**config.mk**
```make
export PLATFORM = sky130hd
export DESIGN_NAME = ccu_capture_unit
export DESIGN_NICKNAME = d
export VERILOG_FILES = /design/src/hw/ccu_pkg.sv /design/src/hw/ccu_edge_if.sv /design/src/hw/ccu_edge_detect.sv /design/src/hw/ccu_capture_unit.sv
export VERILOG_INCLUDE_DIRS = /design/src /design/src/hw
export SDC_FILE = /design/constraint.sdc
export NUM_CORES = 1
export LEC_CHECK = 0
export BUFFER_PORTS_ARGS = -buffer_cell sky130_fd_sc_hd__buf_4
export CAP_MARGIN = 40
export CORE_MARGIN = 2
export CORE_UTILIZATION = 50
export DETAILED_ROUTE_END_ITERATION = 16
export PLACE_DENSITY = 0.77
export SKIP_CTS_REPAIR_TIMING = 1
export SLEW_MARGIN = 20
export SYNTH_ARGS = -nofsm -noshare
export SYNTH_HDL_FRONTEND = slang
export SYNTH_SLANG_ARGS = --single-unit
```
**constraint.sdc**
```tcl
create_clock -name aclk -period 2.2 [get_ports aclk]
set_clock_uncertainty 0.1 [all_clocks]
set_input_delay 0.44 -clock aclk [delete_from_list [all_inputs] [get_ports aclk]]
set_output_delay 0.44 -clock aclk [all_outputs]
set_load 0.005 [all_outputs]
```
**src/hw/ccu_defs.svh**
```systemverilog
// register offsets, field positions, reset values and timing counts of the capture unit
`ifndef CCU_DEFS_SVH
`define CCU_DEFS_SVH

`define CCU_OFF_CONTROL 12'h000
`define CCU_OFF_SOURCE 12'h004
`define CCU_OFF_CAPTURE 12'h008
`define CCU_OFF_TIMER 12'h00c
`define CCU_OFF_STATUS 12'h010
`define CCU_OFF_MASK 12'h014
`define CCU_OFF_COMPARE 12'h018

`define CCU_CTL_EN 7
`define CCU_CTL_ZERO 6
`define CCU_CTL_OUT 5
`define CCU_CTL_ALIGN 4
`define CCU_CTL_MODE_HI 3
`define CCU_CTL_MODE_LO 0

`define CCU_CTL_RESET 8'h00
`define CCU_SRC_RESET 2'h0
`define CCU_MASK_RESET 1'h0

`define CCU_MODE_OFF 4'h0
`define CCU_MODE_CLR_A 4'h1
`define CCU_MODE_CLR_B 4'hb
`define CCU_MODE_FALL 4'h4
`define CCU_MODE_RISE 4'h5
`define CCU_MODE_RISE4 4'h6
`define CCU_MODE_RISE16 4'h7
`define CCU_MODE_BOTH 4'h3
`define CCU_MODE_PWM 4'hc

`define CCU_PRESCALE_4 5'h04
`define CCU_PRESCALE_16 5'h10

`define CCU_SYNC_STAGES 2

`endif

```
**src/hw/ccu_pkg.sv**
```systemverilog
// types shared by the capture unit files
package ccu_pkg;
  typedef enum logic [1:0] {
    CCU_SRC_PIN,
    CCU_SRC_CMP1,
    CCU_SRC_CMP2,
    CCU_SRC_PINCHG
  } ccu_src_e;

  typedef enum logic [2:0] {
    CCU_EV_NONE,
    CCU_EV_FALL,
    CCU_EV_RISE,
    CCU_EV_RISE4,
    CCU_EV_RISE16,
    CCU_EV_BOTH
  } ccu_ev_e;

  typedef logic [15:0] ccu_count_t;
endpackage

```
**src/hw/ccu_edge_if.sv**
```systemverilog
// carrier between the capture unit top and its edge detector
`timescale 1ns/1ps
interface ccu_edge_if;
  logic [3:0] raw;
  logic [1:0] sel;
  logic level;
  logic rise;
  logic fall;
  modport det (input raw, input sel, output level, output rise, output fall);
  modport top (output raw, output sel, input level, input rise, input fall);
endinterface

```
**src/hw/ccu_edge_detect.sv**
```systemverilog
// synchroniser and edge detector for the capture inputs
`timescale 1ns/1ps
`include "ccu_defs.svh"
module ccu_edge_detect (
  input wire logic aclk,
  input wire logic aresetn,
  ccu_edge_if.det e
);
  logic [3:0] sync1;
  logic [3:0] sync2;
  logic [1:0] sel_q;
  logic prev;

  // two flops per input; first stage feeds only the second
  always_ff @(posedge aclk) begin
    if (!aresetn) begin
      sync1 <= 4'h0;
      sync2 <= 4'h0;
    end else begin
      sync1 <= e.raw;
      sync2 <= sync1;
    end
  end

  assign e.level = sync2[e.sel];

  // a source change would look like an edge, so mask it for one cycle
  // edge from synchronised level
  always_ff @(posedge aclk) begin
    if (!aresetn) begin
      prev <= 1'b0;
      sel_q <= 2'h0;
    end else begin
      prev <= e.level;
      sel_q <= e.sel;
    end
  end

  assign e.rise = (sel_q == e.sel) && e.level && !prev;
  assign e.fall = (sel_q == e.sel) && !e.level && prev;
endmodule

```
**src/hw/ccu_capture_unit.sv**
```systemverilog
// capture/compare unit with axi4-lite registers
//
// Decided for this implementation: the register offsets and the AXI4-Lite register port.
`timescale 1ns/1ps
`include "ccu_defs.svh"
// How it works
// - control bit 7 enables the unit
// - bit 5 shows output level, read-only
// - alignment bit matters only in pulse-width mode
// - bit 6 always reads zero
// - mode zero or disable resets compare actions
// - modes 0001 and 1011 clear the timer
// - capture copies full 16-bit timer value
// - mode picks falling, rising, 4th, 16th, any edge
// - capture sets sticky flag until software clears
// - new capture overwrites value, no error
// - pin sampled regardless of its direction
// - 2-bit field selects capture source
module ccu_capture_unit (
  input wire logic aclk,
  input wire logic aresetn,
  input wire logic capture_pin,
  input wire logic comparator_one_result,
  input wire logic comparator_two_result,
  input wire logic pin_change_event,
  input wire logic [11:0] s_axi_awaddr,
  input wire logic s_axi_awvalid,
  output logic s_axi_awready,
  input wire logic [31:0] s_axi_wdata,
  input wire logic [3:0] s_axi_wstrb,
  input wire logic s_axi_wvalid,
  output logic s_axi_wready,
  output logic [1:0] s_axi_bresp,
  output logic s_axi_bvalid,
  input wire logic s_axi_bready,
  input wire logic [11:0] s_axi_araddr,
  input wire logic s_axi_arvalid,
  output logic s_axi_arready,
  output logic [31:0] s_axi_rdata,
  output logic [1:0] s_axi_rresp,
  output logic s_axi_rvalid,
  input wire logic s_axi_rready,
  output logic unit_out,
  output logic irq
);
  logic unit_enable;
  logic pulse_width_alignment;
  logic [3:0] mode;
  ccu_pkg::ccu_src_e src_sel;
  ccu_pkg::ccu_count_t timer_count;
  ccu_pkg::ccu_count_t capture_value;
  ccu_pkg::ccu_count_t compare_value;
  logic capture_request_flag;
  logic irq_mask;
  logic [4:0] edge_count;
  logic [3:0] mode_q;
  logic compare_done;
  logic [1:0] aw_held;
  logic [11:0] awaddr_q;
  logic [31:0] wdata_q;
  logic [3:0] wstrb_q;
  logic wr_fire;
  logic cap_event;
  logic clr_flag;
  ccu_pkg::ccu_ev_e ev;

  ccu_edge_if e ();

  // mode field to event kind, used by capture and compare logic
  function automatic ccu_pkg::ccu_ev_e decode_mode(input logic [3:0] m);
    case (m)
      `CCU_MODE_FALL: decode_mode = ccu_pkg::CCU_EV_FALL;
      `CCU_MODE_RISE: decode_mode = ccu_pkg::CCU_EV_RISE;
      `CCU_MODE_RISE4: decode_mode = ccu_pkg::CCU_EV_RISE4;
      `CCU_MODE_RISE16: decode_mode = ccu_pkg::CCU_EV_RISE16;
      `CCU_MODE_BOTH: decode_mode = ccu_pkg::CCU_EV_BOTH;
      default: decode_mode = ccu_pkg::CCU_EV_NONE;
    endcase
  endfunction

  // register decode shared by both bus sides; an unlisted word answers with an error
  function automatic logic reg_known(input logic [11:0] a);
    reg_known = a == `CCU_OFF_CONTROL || a == `CCU_OFF_SOURCE || a == `CCU_OFF_CAPTURE ||
                a == `CCU_OFF_TIMER || a == `CCU_OFF_STATUS || a == `CCU_OFF_MASK ||
                a == `CCU_OFF_COMPARE;
  endfunction

  // pin taken as is, whatever its direction
  assign e.raw = {pin_change_event, comparator_two_result, comparator_one_result, capture_pin};
  assign e.sel = src_sel;

  ccu_edge_detect u_edge (
    .aclk(aclk),
    .aresetn(aresetn),
    .e(e)
  );

  // decoded once and shared by the prescaler, the event picker and compare
  assign ev = decode_mode(mode);

  // prescale counter for every-4th and every-16th
  always_ff @(posedge aclk) begin
    if (!aresetn) begin
      edge_count <= 5'h00;
      mode_q <= `CCU_MODE_OFF;
    end else begin
      mode_q <= mode;
      if (!unit_enable || mode != mode_q) begin
        edge_count <= 5'h00;
      end else if (e.rise && (ev == ccu_pkg::CCU_EV_RISE4 || ev == ccu_pkg::CCU_EV_RISE16)) begin
        if (cap_event) begin
          edge_count <= 5'h00;
        end else begin
          edge_count <= edge_count + 5'h01;
        end
      end
    end
  end

  always_comb begin
    cap_event = 1'b0;
    if (unit_enable && mode == mode_q) begin
      unique case (ev)
        ccu_pkg::CCU_EV_FALL: cap_event = e.fall;
        ccu_pkg::CCU_EV_RISE: cap_event = e.rise;
        ccu_pkg::CCU_EV_RISE4: cap_event = e.rise && (edge_count == `CCU_PRESCALE_4 - 5'h01);
        ccu_pkg::CCU_EV_RISE16: cap_event = e.rise && (edge_count == `CCU_PRESCALE_16 - 5'h01);
        ccu_pkg::CCU_EV_BOTH: cap_event = e.rise || e.fall;
        ccu_pkg::CCU_EV_NONE: cap_event = 1'b0;
      endcase
    end
  end

  // free-running timer; cleared in the two clearing modes
  // it never pauses, so a capture read long after the event may show a wrapped age
  always_ff @(posedge aclk) begin
    if (!aresetn) begin
      timer_count <= 16'h0000;
    end else if (unit_enable && (mode == `CCU_MODE_CLR_A || mode == `CCU_MODE_CLR_B)) begin
      timer_count <= 16'h0000;
    end else begin
      timer_count <= timer_count + 16'h0001;
    end
  end

  always_ff @(posedge aclk) begin
    if (!aresetn) begin
      capture_value <= 16'h0000;
    end else if (cap_event) begin
      capture_value <= timer_count;
    end
  end

  // sticky flag, set wins over write-one clear
  always_ff @(posedge aclk) begin
    if (!aresetn) begin
      capture_request_flag <= 1'b0;
    end else if (cap_event) begin
      capture_request_flag <= 1'b1;
    end else if (clr_flag) begin
      capture_request_flag <= 1'b0;
    end
  end

  // compare output: toggled once on match in compare modes, pwm level in pwm mode, held in capture modes
  // compare action reset on mode zero or disable
  always_ff @(posedge aclk) begin
    if (!aresetn) begin
      unit_out <= 1'b0;
      compare_done <= 1'b0;
    end else if (!unit_enable || mode == `CCU_MODE_OFF) begin
      unit_out <= 1'b0;
      compare_done <= 1'b0;
    end else if (mode == `CCU_MODE_PWM) begin
      // alignment only used in pulse-width mode
      if (pulse_width_alignment) begin
        unit_out <= timer_count[15:8] < compare_value[15:8];
      end else begin
        unit_out <= timer_count[7:0] < compare_value[7:0];
      end
    end else if (ev == ccu_pkg::CCU_EV_NONE && !compare_done && timer_count == compare_value) begin
      unit_out <= !unit_out;
      compare_done <= 1'b1;
    end
  end

  // level interrupt from registered flag and mask
  always_ff @(posedge aclk) begin
    if (!aresetn) begin
      irq <= 1'b0;
    end else begin
      irq <= capture_request_flag && irq_mask;
    end
  end

  // write side: address and data accepted in either order
  // no write completes while a response still waits, so no response is lost
  assign wr_fire = aw_held == 2'b11 && !s_axi_bvalid;

  always_ff @(posedge aclk) begin
    if (!aresetn) begin
      aw_held <= 2'b00;
      awaddr_q <= 12'h000;
      wdata_q <= 32'h00000000;
      wstrb_q <= 4'h0;
      s_axi_awready <= 1'b0;
      s_axi_wready <= 1'b0;
      s_axi_bvalid <= 1'b0;
      s_axi_bresp <= 2'b00;
    end else begin
      s_axi_awready <= !aw_held[0] && !s_axi_awready && s_axi_awvalid;
      s_axi_wready <= !aw_held[1] && !s_axi_wready && s_axi_wvalid;
      if (s_axi_awvalid && s_axi_awready) begin
        aw_held[0] <= 1'b1;
        awaddr_q <= s_axi_awaddr;
      end
      if (s_axi_wvalid && s_axi_wready) begin
        aw_held[1] <= 1'b1;
        wdata_q <= s_axi_wdata;
        wstrb_q <= s_axi_wstrb;
      end
      if (wr_fire) begin
        aw_held <= 2'b00;
        s_axi_bvalid <= 1'b1;
        s_axi_bresp <= reg_known(awaddr_q) ? 2'b00 : 2'b10;
      end else if (s_axi_bready) begin
        s_axi_bvalid <= 1'b0;
      end
    end
  end

  // write-one clear of the flag, byte lane 0 only
  assign clr_flag = wr_fire && awaddr_q == `CCU_OFF_STATUS && wstrb_q[0] && wdata_q[0];

  // bits 5 and 6 never stored, a write cannot reach them
  always_ff @(posedge aclk) begin
    if (!aresetn) begin
      unit_enable <= 1'b0;
      pulse_width_alignment <= 1'b0;
      mode <= `CCU_MODE_OFF;
      src_sel <= ccu_pkg::CCU_SRC_PIN;
      irq_mask <= `CCU_MASK_RESET;
      compare_value <= 16'h0000;
    end else if (wr_fire) begin
      if (awaddr_q == `CCU_OFF_CONTROL && wstrb_q[0]) begin
        unit_enable <= wdata_q[`CCU_CTL_EN];
        pulse_width_alignment <= wdata_q[`CCU_CTL_ALIGN];
        mode <= wdata_q[`CCU_CTL_MODE_HI:`CCU_CTL_MODE_LO];
      end
      if (awaddr_q == `CCU_OFF_SOURCE && wstrb_q[0]) begin
        src_sel <= ccu_pkg::ccu_src_e'(wdata_q[1:0]);
      end
      if (awaddr_q == `CCU_OFF_MASK && wstrb_q[0]) begin
        irq_mask <= wdata_q[0];
      end
      if (awaddr_q == `CCU_OFF_COMPARE) begin
        if (wstrb_q[0]) begin
          compare_value[7:0] <= wdata_q[7:0];
        end
        if (wstrb_q[1]) begin
          compare_value[15:8] <= wdata_q[15:8];
        end
      end
    end
  end

  // read side: one read at a time, data registered with rvalid
  always_ff @(posedge aclk) begin
    if (!aresetn) begin
      s_axi_arready <= 1'b0;
      s_axi_rvalid <= 1'b0;
      s_axi_rdata <= 32'h00000000;
      s_axi_rresp <= 2'b00;
    end else begin
      s_axi_arready <= !s_axi_arready && !s_axi_rvalid && s_axi_arvalid;
      if (s_axi_arvalid && s_axi_arready) begin
        s_axi_rvalid <= 1'b1;
        s_axi_rresp <= reg_known(s_axi_araddr) ? 2'b00 : 2'b10;
        unique case (s_axi_araddr)
          // bit 6 zero; bit 5 live output
          `CCU_OFF_CONTROL: s_axi_rdata <= {24'h000000, unit_enable, 1'b0, unit_out,
                                            pulse_width_alignment, mode};
          `CCU_OFF_SOURCE: s_axi_rdata <= {30'h00000000, src_sel};
          `CCU_OFF_CAPTURE: s_axi_rdata <= {16'h0000, capture_value};
          `CCU_OFF_TIMER: s_axi_rdata <= {16'h0000, timer_count};
          `CCU_OFF_STATUS: s_axi_rdata <= {31'h00000000, capture_request_flag};
          `CCU_OFF_MASK: s_axi_rdata <= {31'h00000000, irq_mask};
          `CCU_OFF_COMPARE: s_axi_rdata <= {16'h0000, compare_value};
          default: s_axi_rdata <= 32'h00000000;
        endcase
      end else if (s_axi_rready) begin
        s_axi_rvalid <= 1'b0;
      end
    end
  end
endmodule

```
==> metrics <==
status finished with violations; failing checks setup timing; part of the power in registers between 40 and 50%; CTS max path bufs 2; # IOs 114; clock share of power 50.8%; ANT nets after route 0; DR WL/cell 14.4 um; Area Overhead vs Synth 23.2%; clk slew on worst S/H paths around 0.06 ns; Netlist cell types 52; drt initial violations 280; CP max stage delay roughly 0.55 ns; Final Hold Viols 0; Vias/cell 5.28; minimum clock period between 2 and 2.5 ns; Slew Limit Fails 0; RSZ-0062 raised after global routing yes; R2R depth 8; Final setup viols 19; # clock sinks around 140; Place WS -0.206 ns; Leak 3.18 nW; DR pass1 iterations 7; Setup Total Neg Slack -1.22 ns; post-synthesis adder-cell area fraction approximately 3.6%; Total Routing Usage GR a little over a fifth; CP max-delay cell mux4_2; Sw Ratio roughly 22%; mux contribution to synthesized area under 10%; Max-slew headroom between 60 and 70%; Final Worst Setup Slack -0.116 ns; Worst Path Buf+Inv 1; hold_ws 0.133 ns; NetSw 1.24 mW; synthesized area 6210 sq um; die area approximately 13000 sq um; TritonCTS clock tree yes; Max Clock Freq ~0.43 GHz; worst slew pin tran 0.579 ns; largest net degree at the start of global routing 42; Clk Latency, worst-skew pair ~0.42 ns; Primary FF master, synth dfxtp_1; P_int 4.43 mW; post-synthesis xor/xnor area fraction between 2 and 3%; Min-Delay Path Class in2reg; n_diodes 0; final WL between 10000 and 15000 um; Synth area leaders dfxtp_1 44%, nand2_1 7.3%, mux2i_1 5.8%, a21boi_0 5.0%, nor2b_1 4.1%; core box area 12100 sq um; H-tree lvl count 4; delay-heaviest family, CP compound AO/OA/AOI/OAI gates; crit-path cells mux4_2 -> nor4b_4 -> o2111ai_1 -> a41o_2 -> buf_4 -> nor2b_4 -> o21ai_2 -> a21oi_1; Clk Tree Root Cell clkbuf_16; vias approximately 5100; fillers a little under 1000; hpwl dp between 10000 and 15000 um; GRT overflow 0; initial antenna violation count 0; largest family of logic cells by synthesized area simple AND/OR/NAND/NOR gates; Hold Crit Depth 2; max cap viols 0; Post-Syn Instances between 700 and 800; Crit path depth 8; CP max FO 7; PD cells ~740 nW/um^2; Initial Util about half; startpoint types flop; post-synth top area share between 40 and 50%; Arr. time, crit path about 2.5 ns; post-synthesis compound-gate area fraction approximately 13%; most frequent cells in the layout 135 x dfxtp_1, 120 x nand2_1, 102 x buf_4; Max IR drop VDD 0.441 mV; Simple-Gate Fraction of Synth Area 24.2%; ys async rst share 0%; Die Y ~120 um; final core utilization between 60% and 70%; syn avg cell area a little under 9 sq um; grt met1 use roughly 28%; Placer Congestion 0.906; total CTS buffers 17; commonest non-fill, non-tap cell in the layout dfxtp_1; Yosys reg bits 136; Die Wd roughly 120 um; Ys Warns 0; DRC 0; Combinational Power Share 4.6%; fraction of layout cells with a size suffix above 1 roughly a fifth; GR peak layer met2; top cell type by total area after synthesis dfxtp_1; sequential area share after synthesis between 40% and 50%; CP Class reg2reg; CP endpoint kind flop; CP required 2.39 ns; met2 Track Usage GR 36.6%; number of global-route vias before repair ~5000; met3 Use GR under 10%; global-route wire length before repair between 20000 and 25000 um; Tcrit/Tclk final 105%; final net count around 880; PortBufs 77; number of synthesized flops with an enable pin 0; row count 40
-- layout make-up --
cell class | instances | area, sq um | area share (%)
Clock buffer | 19 | 433 | 5.66
Clock inverter | 13 | 170 | 2.22
Inverter | 20 | 75.1 | 0.981
Multi-Input combinational cell | 510 | 3240 | 42.3
Sequential cell | 136 | 2720 | 35.6
Tap cell | 168 | 210 | 2.75
Timing Repair Buffer | 104 | 806 | 10.5
-- through the flow --
| stage | instances | power, mW | area, sq um |
|---|---|---|---|
| 2_1_floorplan | 718 | 2.74 | 6280 |
| 3_3_place_gp | 936 | 2.83 | 7000 |
| 3_5_place_dp | 936 | 2.84 | 7000 |
| 4_1_cts | 968 | 5.71 | 7600 |
| 5_1_grt | 970 | 5.84 | 7650 |
| 6_report | 970 | 5.67 | 7650 |
-- synth_stat cells, drive strengths merged (19+ instances only) --
master and count:
inv 20, mux2i 36, nor2b 41, nand3 19
o21ai 21, dfxtp 136, buf 24, and2 34
nand2 121, clkbuf 28, a21boi 41, nor2 40
-- routing by layer --
metal | part of all wire [%] | up-vias | wire length, um
met5 | 0 | - | 0
met4 | 1.5 | 0 | 212
met3 | 5.0 | 18 | 701
met2 | 48 | 149 | 6680
met1 | 46 | 2405 | 6370
li1 | - | 2545 | -
-- flip-flops by register name, summed over array words and instances (netlist names), 2 cells and up --
register	cells
u_edge.sel_q	2
awaddr_q	12
compare_value	16
u_edge.sync1	4
u_edge.sync2	4
wstrb_q	2
aw_held	2
wdata_q	16
mode_q	4
edge_count	5
capture_value	16
timer_count	16
s_axi_rdata	16
mode	4
e.sel	2
-- logic make-up (layout without fill, tap and decap cells) --
family | count (synthesis) | count (layout)
AO/OA/AOI/OAI | 109 | 109
multiplexers | 42 | 42
buffers and inverters | 72 | 156
XOR/XNOR | 21 | 21
other | 1 | 18
flip-flops | 136 | 136
adder cells (fa/ha/maj) | 18 | 18
AND/OR/NAND/NOR | 302 | 302
-- final timing paths --
kind	start	end	slack, ns
setup / recovery	e.sel[0]	edge_count[2]	-0.12
hold reg to reg	u_edge.sync1[2]	u_edge.sync2[2]	0.33
hold / removal	capture_pin	u_edge.sync1[0]	0.13
setup reg to reg	e.sel[0]	edge_count[2]	-0.12
-- power groups by stage --
stage | registers [mW] | clock network (mW) | logic, mW
3_5_place_dp | 2.58 | 0 | 0.259
4_1_cts | 2.53 | 2.92 | 0.260
3_3_place_gp | 2.58 | 0 | 0.252
2_1_floorplan | 2.57 | 0 | 0.165
5_1_grt | 2.53 | 3.02 | 0.291
6_report | 2.53 | 2.88 | 0.261
Note: power is estimated with default switching activity, not from simulation.
